## src/design/spf_pkg.sv

```systemverilog
package spf_pkg;
    // Register indices; byte address is four times the index
    localparam logic [9:0] IDX_CONTROL  = 10'h098;
    localparam logic [9:0] IDX_BUFFER   = 10'h099;
    localparam logic [9:0] IDX_IRQ_STAT = 10'h09a;
    localparam logic [9:0] IDX_IRQ_MASK = 10'h09b;
    localparam logic [9:0] IDX_OPTION   = 10'h09c;
    localparam logic [7:0] CONTROL_RST  = 8'h00;
    localparam logic [1:0] MASK_RST     = 2'h0;
    localparam logic [1:0] OPTION_RST   = 2'h0;
    // Option and interrupt field positions
    localparam int OPT_SINGLE_PIN = 0;
    localparam int OPT_SLOW_DIV   = 1;
    localparam int IRQ_TX         = 0;
    localparam int IRQ_RX         = 1;
    // Oversampling and fixed-rate dividers
    localparam int OS_TICKS   = 16;
    localparam int DIV_FAST   = 32 / OS_TICKS;
    localparam int DIV_SLOW   = 64 / OS_TICKS;
    localparam logic [3:0] OS_MID  = 4'(OS_TICKS / 2 - 1);
    localparam logic [3:0] OS_LAST = 4'(OS_TICKS - 1);
    localparam logic [1:0] RESP_OKAY   = 2'h0;
    localparam logic [1:0] RESP_SLVERR = 2'h2;

    typedef enum logic [1:0] {
        MODE_SHIFT  = 2'b00,
        MODE_ASYNC8 = 2'b01,
        MODE_FIXED9 = 2'b10,
        MODE_VAR9   = 2'b11
    } spf_mode_t;

    typedef struct packed {
        logic mode_select_hi;
        logic mode_select_lo;
        logic multiproc_filter;
        logic rx_enable;
        logic tx_ninth_bit;
        logic rx_ninth_bit;
        logic tx_done_flag;
        logic rx_done_flag;
    } spf_ctrl_t;
endpackage

```

## src/design/spf_serial_port.sv

```systemverilog
`timescale 1ns/1ps
// Notes on behaviour
// - Mode 00 is an 8-bit shift register clocked at system clock over two.
// - Mode 01 is an 8-bit asynchronous port at the variable rate.
// - Mode 10 is a 9-bit asynchronous port at clock over 32 or 64.
// - Mode 11 is a 9-bit asynchronous port at the variable rate.
// - 9-bit modes with filter set drop frames whose ninth bit is zero.
// - 8-bit async mode with filter set completes only on a valid stop bit.
// - Reception happens only while the receive-enable bit is one.
// - 9-bit modes transmit control bit 3 as the ninth bit.
// - Bit 2 holds the received ninth bit, or stop bit in 8-bit async mode.
// - Transmit-done sets after bit eight or at stop start; software clears.
// - Receive-done sets after bit eight or at stop sample; software clears.
// - Buffer write feeds transmitter, read returns received byte (mode 00 keeps bit 7 of the previous reception); independent.
// - Single-pin option shares one pin for half-duplex transmit and receive.
module spf_serial_port #(
    parameter int ADDR_W = 12
) (
    // Clock and reset
    input  wire logic              aclk,
    input  wire logic              aresetn,
    // AXI4-Lite write
    input  wire logic [ADDR_W-1:0] s_axi_awaddr,
    input  wire logic              s_axi_awvalid,
    output logic                   s_axi_awready,
    input  wire logic [31:0]       s_axi_wdata,
    input  wire logic [3:0]        s_axi_wstrb,
    input  wire logic              s_axi_wvalid,
    output logic                   s_axi_wready,
    output logic [1:0]             s_axi_bresp,
    output logic                   s_axi_bvalid,
    input  wire logic              s_axi_bready,
    // AXI4-Lite read
    input  wire logic [ADDR_W-1:0] s_axi_araddr,
    input  wire logic              s_axi_arvalid,
    output logic                   s_axi_arready,
    output logic [31:0]            s_axi_rdata,
    output logic [1:0]             s_axi_rresp,
    output logic                   s_axi_rvalid,
    input  wire logic              s_axi_rready,
    // Serial line
    input  wire logic              rate_tick,
    input  wire logic              rxd_in,
    input  wire logic              line_in,
    output logic                   line_out,
    output logic                   line_oe,
    output logic                   shift_clk,
    // Interrupt
    output logic                   irq
);
    if (ADDR_W < 12) begin : g_chk
        $error("ADDR_W must be at least 12");
    end

    typedef enum logic {T_IDLE = 1'b0, T_BUSY = 1'b1} spf_tx_st_t;
    typedef enum logic [1:0] {
        R_IDLE  = 2'b00,
        R_START = 2'b01,
        R_BITS  = 2'b10,
        R_SYNC  = 2'b11
    } spf_rx_st_t;

    spf_pkg::spf_ctrl_t ctrl_ff, nxt_ctrl;
    logic [7:0]  rxbuf_ff, nxt_rxbuf;
    logic [1:0]  stat_ff, nxt_stat, mask_ff, nxt_mask, opt_ff, nxt_opt;
    logic        bvalid_ff, nxt_bvalid, rvalid_ff, nxt_rvalid;
    logic [1:0]  bresp_ff, nxt_bresp, rresp_ff, nxt_rresp;
    logic [31:0] rdata_ff, nxt_rdata;
    logic        wr_fire, rd_fire, wr_en, buf_wr, wmap, rmap;
    logic [9:0]  widx, ridx;

    spf_tx_st_t  tx_st_ff, nxt_tx_st;
    spf_rx_st_t  rx_st_ff, nxt_rx_st;
    logic [10:0] tx_sh_ff, nxt_tx_sh;
    logic [3:0]  tx_cnt_ff, nxt_tx_cnt, tx_os_ff, nxt_tx_os;
    logic [8:0]  rx_sh_ff, nxt_rx_sh;
    logic [3:0]  rx_cnt_ff, nxt_rx_cnt, rx_os_ff, nxt_rx_os;
    logic [1:0]  div_ff, nxt_div;
    logic        prev_ff, nxt_prev;
    logic        tx_set, rx_set, os_tick, line_rx, nine, mode0, step;
    logic        tx_end, rx_ok;
    logic [3:0]  rx_last;
    spf_pkg::spf_mode_t mode;

    assign mode  = spf_pkg::spf_mode_t'({ctrl_ff.mode_select_hi,
                                         ctrl_ff.mode_select_lo});
    assign mode0 = (mode == spf_pkg::MODE_SHIFT);
    assign nine  = ctrl_ff.mode_select_hi;

    always_comb begin
        wr_fire = s_axi_awvalid && s_axi_wvalid && !bvalid_ff;
        rd_fire = s_axi_arvalid && !rvalid_ff;
        widx    = s_axi_awaddr[11:2];
        ridx    = s_axi_araddr[11:2];
        wmap    = widx >= spf_pkg::IDX_CONTROL
                  && widx <= spf_pkg::IDX_OPTION;
        rmap    = ridx >= spf_pkg::IDX_CONTROL
                  && ridx <= spf_pkg::IDX_OPTION;
        wr_en   = wr_fire && s_axi_wstrb[0];
        buf_wr  = wr_en && widx == spf_pkg::IDX_BUFFER;
        nxt_ctrl  = ctrl_ff;
        nxt_rxbuf = rxbuf_ff;
        nxt_mask  = mask_ff;
        nxt_opt   = opt_ff;
        nxt_stat  = stat_ff;
        if (wr_en && widx == spf_pkg::IDX_CONTROL)
            nxt_ctrl = spf_pkg::spf_ctrl_t'(s_axi_wdata[7:0]);
        if (wr_en && widx == spf_pkg::IDX_IRQ_MASK)
            nxt_mask = s_axi_wdata[1:0];
        if (wr_en && widx == spf_pkg::IDX_OPTION)
            nxt_opt = s_axi_wdata[1:0];
        if (rd_fire && ridx == spf_pkg::IDX_IRQ_STAT)
            nxt_stat = 2'h0;
        if (tx_set) begin
            nxt_ctrl.tx_done_flag = 1'b1;
            nxt_stat[spf_pkg::IRQ_TX] = 1'b1;
        end
        if (rx_set) begin
            nxt_ctrl.rx_done_flag = 1'b1;
            nxt_stat[spf_pkg::IRQ_RX] = 1'b1;
            nxt_rxbuf = rx_sh_ff[7:0];
            if (!mode0)
                nxt_ctrl.rx_ninth_bit = nine ? rx_sh_ff[8] : line_rx;
        end
        nxt_bvalid = bvalid_ff;
        nxt_bresp  = bresp_ff;
        if (bvalid_ff && s_axi_bready)
            nxt_bvalid = 1'b0;
        if (wr_fire) begin
            nxt_bvalid = 1'b1;
            nxt_bresp  = wmap ? spf_pkg::RESP_OKAY : spf_pkg::RESP_SLVERR;
        end
        nxt_rvalid = rvalid_ff;
        nxt_rresp  = rresp_ff;
        nxt_rdata  = rdata_ff;
        if (rvalid_ff && s_axi_rready)
            nxt_rvalid = 1'b0;
        if (rd_fire) begin
            nxt_rvalid = 1'b1;
            nxt_rresp  = rmap ? spf_pkg::RESP_OKAY : spf_pkg::RESP_SLVERR;
            nxt_rdata  = 32'h0;
            unique case (ridx)
                spf_pkg::IDX_CONTROL:  nxt_rdata[7:0] = ctrl_ff;
                spf_pkg::IDX_BUFFER:   nxt_rdata[7:0] = rxbuf_ff;
                spf_pkg::IDX_IRQ_STAT: nxt_rdata[1:0] = stat_ff;
                spf_pkg::IDX_IRQ_MASK: nxt_rdata[1:0] = mask_ff;
                spf_pkg::IDX_OPTION:   nxt_rdata[1:0] = opt_ff;
                default:               nxt_rdata = 32'h0;
            endcase
        end
    end

    always_ff @(posedge aclk) begin
        if (!aresetn) begin
            ctrl_ff   <= spf_pkg::CONTROL_RST;
            rxbuf_ff  <= 8'h00;
            stat_ff   <= 2'h0;
            mask_ff   <= spf_pkg::MASK_RST;
            opt_ff    <= spf_pkg::OPTION_RST;
            bvalid_ff <= 1'b0;
            bresp_ff  <= 2'h0;
            rvalid_ff <= 1'b0;
            rresp_ff  <= 2'h0;
            rdata_ff  <= 32'h0;
        end else begin
            ctrl_ff   <= nxt_ctrl;
            rxbuf_ff  <= nxt_rxbuf;
            stat_ff   <= nxt_stat;
            mask_ff   <= nxt_mask;
            opt_ff    <= nxt_opt;
            bvalid_ff <= nxt_bvalid;
            bresp_ff  <= nxt_bresp;
            rvalid_ff <= nxt_rvalid;
            rresp_ff  <= nxt_rresp;
            rdata_ff  <= nxt_rdata;
        end
    end

    assign s_axi_awready = wr_fire;
    assign s_axi_wready  = wr_fire;
    assign s_axi_arready = rd_fire;
    assign s_axi_bvalid  = bvalid_ff;
    assign s_axi_bresp   = bresp_ff;
    assign s_axi_rvalid  = rvalid_ff;
    assign s_axi_rresp   = rresp_ff;
    assign s_axi_rdata   = rdata_ff;
    assign irq           = |(stat_ff & mask_ff);

    always_comb begin
        line_rx = opt_ff[spf_pkg::OPT_SINGLE_PIN] ? line_in : rxd_in;
        // fixed divider to 16x sample rate
        nxt_div = div_ff + 2'h1;
        if (div_ff == (opt_ff[spf_pkg::OPT_SLOW_DIV]
                       ? 2'(spf_pkg::DIV_SLOW - 1)
                       : 2'(spf_pkg::DIV_FAST - 1)))
            nxt_div = 2'h0;
        os_tick = (mode == spf_pkg::MODE_FIXED9) ? nxt_div == 2'h0
                                                 : rate_tick;
        // whole start bit
        // Restart keeps the first bit full; a receive slips under one tick
        if (buf_wr && tx_st_ff == T_IDLE)
            nxt_div = 2'h0;
        step    = mode0 || os_tick;
        tx_end  = step && tx_os_ff == (mode0 ? 4'h1 : spf_pkg::OS_LAST);
        nxt_tx_st  = tx_st_ff;
        nxt_tx_sh  = tx_sh_ff;
        nxt_tx_cnt = tx_cnt_ff;
        nxt_tx_os  = tx_os_ff;
        tx_set     = 1'b0;
        unique case (tx_st_ff)
            T_IDLE: begin
                if (buf_wr) begin
                    nxt_tx_st = T_BUSY;
                    nxt_tx_os = 4'h0;
                    if (mode0) begin
                        nxt_tx_sh  = {3'b111, s_axi_wdata[7:0]};
                        nxt_tx_cnt = 4'd8;
                    end else if (nine) begin
                        nxt_tx_sh  = {1'b1, ctrl_ff.tx_ninth_bit,
                                      s_axi_wdata[7:0], 1'b0};
                        nxt_tx_cnt = 4'd11;
                    end else begin
                        nxt_tx_sh  = {2'b11, s_axi_wdata[7:0], 1'b0};
                        nxt_tx_cnt = 4'd10;
                    end
                end
            end
            T_BUSY: begin
                if (step)
                    nxt_tx_os = mode0 ? {3'h0, ~tx_os_ff[0]}
                                      : tx_os_ff + 4'h1;
                if (tx_end) begin
                    nxt_tx_sh  = {1'b1, tx_sh_ff[10:1]};
                    nxt_tx_cnt = tx_cnt_ff - 4'h1;
                    // after bit eight or at stop start
                    if (tx_cnt_ff == (mode0 ? 4'h1 : 4'h2))
                        tx_set = 1'b1;
                    if (tx_cnt_ff == 4'h1)
                        nxt_tx_st = T_IDLE;
                end
            end
        endcase
    end

    always_comb begin
        nxt_prev   = line_rx;
        nxt_rx_st  = rx_st_ff;
        nxt_rx_sh  = rx_sh_ff;
        nxt_rx_cnt = rx_cnt_ff;
        nxt_rx_os  = rx_os_ff;
        rx_set     = 1'b0;
        rx_last    = nine ? 4'd9 : 4'd8;
        rx_ok = !ctrl_ff.rx_done_flag
                && (!ctrl_ff.multiproc_filter
                    || (nine ? rx_sh_ff[8] : line_rx));
        unique case (rx_st_ff)
            R_IDLE: begin
                nxt_rx_cnt = 4'h0;
                nxt_rx_os  = 4'h0;
                if (ctrl_ff.rx_enable) begin
                    if (mode0 && !ctrl_ff.rx_done_flag
                        && tx_st_ff == T_IDLE)
                        nxt_rx_st = R_SYNC;
                    else if (!mode0 && prev_ff && !line_rx
                             && !(opt_ff[spf_pkg::OPT_SINGLE_PIN]
                                  && tx_st_ff == T_BUSY))
                        nxt_rx_st = R_START;
                end
            end
            R_START: begin
                if (os_tick) begin
                    nxt_rx_os = rx_os_ff + 4'h1;
                    if (rx_os_ff == spf_pkg::OS_MID) begin
                        nxt_rx_os = 4'h0;
                        nxt_rx_st = line_rx ? R_IDLE : R_BITS;
                    end
                end
            end
            R_BITS: begin
                if (os_tick) begin
                    nxt_rx_os = rx_os_ff + 4'h1;
                    if (rx_os_ff == spf_pkg::OS_LAST) begin
                        nxt_rx_cnt = rx_cnt_ff + 4'h1;
                        if (rx_cnt_ff == rx_last) begin
                            rx_set    = rx_ok;
                            nxt_rx_st = R_IDLE;
                        end else begin
                            nxt_rx_sh[rx_cnt_ff] = line_rx;
                        end
                    end
                end
            end
            R_SYNC: begin
                nxt_rx_os = {3'h0, ~rx_os_ff[0]};
                if (rx_os_ff[0]) begin
                    nxt_rx_cnt = rx_cnt_ff + 4'h1;
                    nxt_rx_sh[rx_cnt_ff] = line_rx;
                    if (rx_cnt_ff == 4'd7) begin
                        rx_set    = 1'b1;
                        nxt_rx_st = R_IDLE;
                    end
                end
            end
        endcase
        if (!ctrl_ff.rx_enable)
            nxt_rx_st = R_IDLE;
    end

    always_ff @(posedge aclk) begin
        if (!aresetn) begin
            tx_st_ff  <= T_IDLE;
            tx_sh_ff  <= 11'h7ff;
            tx_cnt_ff <= 4'h0;
            tx_os_ff  <= 4'h0;
            rx_st_ff  <= R_IDLE;
            rx_sh_ff  <= 9'h000;
            rx_cnt_ff <= 4'h0;
            rx_os_ff  <= 4'h0;
            div_ff    <= 2'h0;
            prev_ff   <= 1'b1;
        end else begin
            tx_st_ff  <= nxt_tx_st;
            tx_sh_ff  <= nxt_tx_sh;
            tx_cnt_ff <= nxt_tx_cnt;
            tx_os_ff  <= nxt_tx_os;
            rx_st_ff  <= nxt_rx_st;
            rx_sh_ff  <= nxt_rx_sh;
            rx_cnt_ff <= nxt_rx_cnt;
            rx_os_ff  <= nxt_rx_os;
            div_ff    <= nxt_div;
            prev_ff   <= nxt_prev;
        end
    end

    // shift clock low then high per bit
    assign shift_clk = (mode0 && tx_st_ff == T_BUSY) ? tx_os_ff[0]
                     : (rx_st_ff == R_SYNC)         ? rx_os_ff[0]
                     : 1'b1;
    assign line_out  = tx_sh_ff[0];
    assign line_oe   = !opt_ff[spf_pkg::OPT_SINGLE_PIN]
                       || tx_st_ff == T_BUSY;
endmodule // spf_serial_port

```

## config.mk

```make
export PLATFORM = sky130hd
export DESIGN_NAME = spf_serial_port
export DESIGN_NICKNAME = d
export VERILOG_FILES = /design/src/design/spf_pkg.sv /design/src/design/spf_serial_port.sv
export SDC_FILE = /design/constraint.sdc
export NUM_CORES = 1
export LEC_CHECK = 0
export CAP_MARGIN = 10
export CORE_ASPECT_RATIO = 0.8
export CORE_MARGIN = 4
export CORE_UTILIZATION = 45
export CTS_CLUSTER_SIZE = 12
export DETAILED_ROUTE_END_ITERATION = 7
export DONT_BUFFER_PORTS = 1
export MAX_ROUTING_LAYER = met4
export SETUP_SLACK_MARGIN = 0.4
export SYNTH_ARGS = -nofsm -noshare
export SYNTH_HDL_FRONTEND = slang
export SYNTH_SLANG_ARGS = --single-unit
```

## constraint.sdc

```tcl
create_clock -name aclk -period 2.5 [get_ports aclk]
set_input_delay 0.5 -clock aclk [delete_from_list [all_inputs] [get_ports aclk]]
set_output_delay 0.5 -clock aclk [all_outputs]
set_load 0.03 [all_outputs]
```

After elaboration in Yosys (flattened, before gate mapping) --
Index checks and enable logic that the tools add are counted.
Word-level totals: input port bits 70, output and inout bits 45, logic and storage cells 212, register bits after elaboration 78
Operators by class: reduce and logical (&&, ||, !) cells 55, eq/ne operators 33, bitwise operators 5, muxes and demuxes 80, $lt $le $gt $ge 6, add/subtract/negate cells 5
Operators with widths (number):
- == test 10 x 8 -> 1 bit, second input constant | 9
- two-way mux 4 bit | 12
- two-way mux 9 bit | 4
- two-way mux 2 bit | 17
- two-way mux 1 bit | 29
- logical AND 1 bit | 24
- two-way mux 11 bit | 2
- one-hot mux 11 bit (2 select lines) | 1
- greater-or-equal comparator 10 x 8 -> 1 bit, second input constant | 2
- less-or-equal comparator 10 x 8 -> 1 bit, second input constant | 2
- two-way mux 10 bit | 2
- inequality test 2 bit, second input constant | 9
- one-hot mux 9 bit (2 select lines) | 1
- one-hot mux 4 bit (2 select lines) | 2
- one-hot mux 4 bit (4 select lines) | 1
- nonzero test 2 bit | 7
- adder 4 x 1 -> 4 bit, second input constant | 3
- one-hot mux 4 bit (3 select lines) | 1
- one-hot mux 6 bit (2 select lines) | 1
- one-hot mux 2 bit (5 select lines) | 1
- bitwise mux 9 bit | 1
- == test 4 x 3 -> 1 bit, second input constant | 2
- == test 4 bit | 2
- zero test 1 bit | 8
- 26 further kinds | 41

Logic depth before layout (Yosys ltp) --
word-level depth 10, mapped depth 9, gate-level depth less buffers 7

Worst setup path before layout --
Ideal clock, no wire load.
path kind flip-flop to flip-flop, from register rvalid_ff (netlist: s_axi_rvalid), to register stat_ff[0], path buffers 1, period minus slack after synthesis 2.090 ns, arrival 1.958 ns, path slack 0.410 ns, setup time 0.132 ns, data required time 2.368 ns, stages on the path, launching flop included 8, cell sequence dfxtp_1 -> nand2b_1 -> clkbuf_1 -> clkinv_1 -> nand4_1 -> or4b_2 -> nand2_1 -> a21oi_1
Between the ends: cells in the longest elaborated chain, start to end 4
RTL lines:
- from (decl) | line spf_serial_port.sv:66 | logic bvalid_ff, nxt_bvalid, rvalid_ff, nxt_rvalid;
- from (signal assigned) | line spf_serial_port.sv:173 | rvalid_ff <= nxt_rvalid;
- zero test 1 bit | line spf_serial_port.sv:92 | rd_fire = s_axi_arvalid && !rvalid_ff;
- logical AND 1 bit | line spf_serial_port.sv:92
- named net s_axi_arready | line spf_serial_port.sv:36 | output logic s_axi_arready,
- logical AND 1 bit | line spf_serial_port.sv:112 | if (rd_fire && ridx == spf_pkg::IDX_IRQ_STAT)
- nonzero test 2 bit (no line)
- to (signal assigned) | line spf_serial_port.sv:168 | stat_ff <= nxt_stat;
- to (decl) | line spf_serial_port.sv:65 | logic [1:0] stat_ff, nxt_stat, mask_ff, nxt_mask, opt_ff, nxt_opt;
The timed path passes the listed nets, and every way through them passes these cells. A chain may end at the register's enable or synchronous reset.

Final worst setup path --
from register rx_os_ff[1], to register rx_st_ff[0]
Between the ends: cells in the longest elaborated chain, start to end 3, elaborated cells on any way between the ends 5
RTL lines:
- from (decl) | line spf_serial_port.sv:77 | logic [3:0] rx_cnt_ff, nxt_rx_cnt, rx_os_ff, nxt_rx_os;
- from (signal assigned) | line spf_serial_port.sv:329 | rx_os_ff <= nxt_rx_os;
- == test 4 bit or == test 4 x 3 -> 1 bit (tied branches) | line spf_serial_port.sv:282, spf_serial_port.sv:273
- inequality test 2 bit (no line)
- AND reduction 8 bit (no line) *
- to (signal assigned) | line spf_serial_port.sv:326 | rx_st_ff <= nxt_rx_st;
- to (decl) | line spf_serial_port.sv:73 | spf_rx_st_t rx_st_ff, nxt_rx_st;
Mark *: on every way between the ends. The rest lies on a longest branch, timed or not.

==> impl_metrics.json <==
{
  "postCtsSetupRepairBufs": 0,
  "critPathBufInv": 0,
  "ys_async_sr_fraction_pct": 0,
  "wl_per_cell_um": 16.75,
  "regToRegStartpoint": "rx_os_ff[1]",
  "period_share_pct": 80.52,
  "finClkSkew_ns": 0.006473,
  "first_iter_violations": 173,
  "fmax_ghz": 0.4968,
  "rsz0062_at_grt": "true",
  "core_um2": 9154,
  "vias": 3630,
  "hold_buffers": 0,
  "dp_hpwl_mm": 7.606,
  "ys_types": 65,
  "antenna_left": 0,
  "max_slew_margin_pct": 45.36,
  "numCtsBuffers": 9,
  "cap_viol_max_count": 0,
  "grt_pass1_wl_mm": 16.99,
  "path_cells": "ha_4 > nand2_1 > or4_4 > a21o_1 > a2111oi_4 > mux2i_1",
  "syn_area_per_cell_um2": 8.432,
  "synth_top_flop_cell": "dfxtp_1",
  "row_count": 31,
  "viasPerCell": 5.808,
  "nets": 588,
  "h-tree-depth": 3,
  "fin_crit_ns": 2.013,
  "cts.sinks": 75,
  "worstPathArrival_ns": 2.28,
  "die_h_um": 95.09,
  "die_w_um": 116.9,
  "gp_congestion": 0.8121,
  "synth_seq_cells": 75,
  "synth_simple_gate_area_share_pct": 23.52,
  "drv_slew": 0,
  "fillCellCount": 888,
  "clock_latency_ns": 0.34,
  "io_buffers": 0,
  "ys_seq_area_share_pct": 35.19,
  "layout.cells.non_filler": 625,
  "p_leak_nw": 1.780,
  "worstMarginPinSlew_ns": 0.8184,
  "area_delta_synth_final_pct": 9.736,
  "outcome": "finished, final reports clean",
  "yosys.area_share.adder_pct": 3.812,
  "utilization_pct": 51.15,
  "hp-class": "in -> reg",
  "hold_start": "aresetn",
  "grt_pass1_vias": 3399,
  "ir_drop_mv": 0.3089,
  "finalHoldViolations": 0,
  "synthXorXnorAreaFrac_pct": 0.4106,
  "cts_root_buf": "clkbuf_16",
  "crit_required_ns": 2.76,
  "crit_path_start_kind": "flip-flop",
  "antenna_found_initial": 0,
  "setup_tns_ns": 0,
  "antenna_cells": 0,
  "drive_above_1_share_pct": 10.39,
  "start_util_pct": 46.61,
  "crit_fanout": 5,
  "pin_count": 115,
  "grt_max_degree": 46,
  "place_inst": 609,
  "track_usage_pct": 20.16,
  "synth_top_family_by_area": "simple AND/OR/NAND/NOR gates",
  "critical_path.top_delay_family": "compound AO/OA/AOI/OAI gates",
  "crit_type": "reg -> reg",
  "design.die.area_um2": 11110,
  "cts_tree": "done",
  "drtPass1Iterations": 4,
  "synth_compound_area_share_pct": 18.80,
  "muxShareOfSynthArea_pct": 9.707,
  "yosysWarnings": 0,
  "setup_viol": 0,
  "pwr_density_cell_nw_per_um2": 597.7,
  "netlist_area_um2": 4267,
  "overflow": 0,
  "critPathMaxStageDelay_ns": 0.50,
  "crit_slowest_cell": "or4_4",
  "routed_wl_mm": 10.47,
  "startpoint": "rx_os_ff[1]",
  "drc_errors": 0,
  "synth_enable_flop_cells": 0,
  "critPathCaptureType": "flip-flop",
  "clockBufferDepth": 2,
  "synthCells": 506,
  "path_clk_slew_ns": 0.06
}
[synth_stat cells, types with 12 or more instances]
cell type	number	area, um^2
dfxtp_1	75	1501
nand2_1	55	206.5
nor2_1	41	153.9
mux2i_1	38	380.4
nand3_1	29	145.1
buf_4	28	210.2
o21ai_0	26	130.1
clkbuf_1	21	78.83
a21oi_1	15	75.07
ha_1	13	162.7
and3_1	12	75.07
inv_1	12	45.04
[per-layer routing]
metal / vias to the layer above / wire (um) / global-route usage (%)
met4: 0 / 58 / 4.680
li1: 1800 / - / -
met3: 4 / 860 / 6.789
met1: 1714 / 4849 / 26.42
met2: 112 / 4703 / 30.21
met5: - / 0 / -
[power by group]
part	internal, mW	total (mW)	switching, mW	leakage (nW)
Clock	0.906	1.42	0.518	0.156
Sequential	1.21	1.24	0.0320	0.608
Combinational	0.0311	0.133	0.102	1.02
[logic make-up after synthesis]
family	Yosys count
other cells	1
buf+inv	67
compound gates	111
mux	40
fa+ha+maj	13
xor+xnor	2
flops	75
simple gates	197
[cell type report]
type	instances	area, um^2	area share (%)
Tap cell	115	143.9	3.073
Inverter	14	52.55	1.122
Multi-Input combinational cell	389	2532	54.09
Clock buffer	11	242.7	5.184
Clock inverter	5	85.08	1.817
Timing Repair Buffer	16	120.1	2.565
Sequential cell	75	1505	32.15
[path summary, 6_finish.rpt]
path                                    end  slack (ns)  depth (start not counted)
worst max-delay path            rx_st_ff[0]        0.49                          6
worst min-delay path                prev_ff        0.25                          1
worst max register to register  rx_st_ff[0]        0.49                          6
worst min register to register  rxbuf_ff[0]        0.46                          2
[registers in the layout, summed over array words and instances, names as in the netlist, 2 cells and up]
name	count
tx_sh_ff	10
rx_sh_ff	9
rxbuf_ff	8
s_axi_rdata	8
ctrl_ff	7
rx_cnt_ff	4
rx_os_ff	4
tx_cnt_ff	4
tx_os_ff	4
div_ff	2
mask_ff	2
opt_ff	2
rx_st_ff	2
stat_ff	2
[stage by stage]
step           hold WS (ns)  setup slack, ns  total power [mW]  instance area [um^2]
2_1_floorplan        0.4345           0.4099             1.421                  4360
3_3_place_gp         0.4489           0.3176             1.398                  4322
3_5_place_dp         0.4534           0.2524             1.400                  4322
4_1_cts              0.2234           0.4168             2.833                  4658
5_1_grt              0.2183           0.3460             2.910                  4682
6_report             0.2454           0.4871             2.799                  4682
[cells in the final DEF, fill, tap and decap left out, types with 3 or more instances in the layout]
cell	instances
dfxtp_1	72
nand2_1	54
nor2_1	41
mux2i_1	38
nand3_1	28
o21ai_0	26
conb_1	26
buf_4	16
a21oi_1	15
inv_1	12
and3_1	12
ha_1	12
a311oi_1	9
clkbuf_16	9
nor2b_1	8
a221oi_1	8
a41oi_1	8
nand2b_1	7
a211o_1	7
a31oi_1	7
nand4_1	6
nor3_1	6
nand4b_1	4
or2_2	3
or3_1	3
and2_1	3
a211oi_1	3
nand3b_1	3
dfxtp_2	3
[timing repair]
| item | in CTS | in global routing |
|---|---|---|
| endpoints found under the setup margin | 10 | 26 |
| hold endpoints to repair | 0 | 0 |
| pin swaps | 0 | 1 |
| resized for setup | 5 | 4 |
Note: power is estimated with default switching activity, not from simulation.
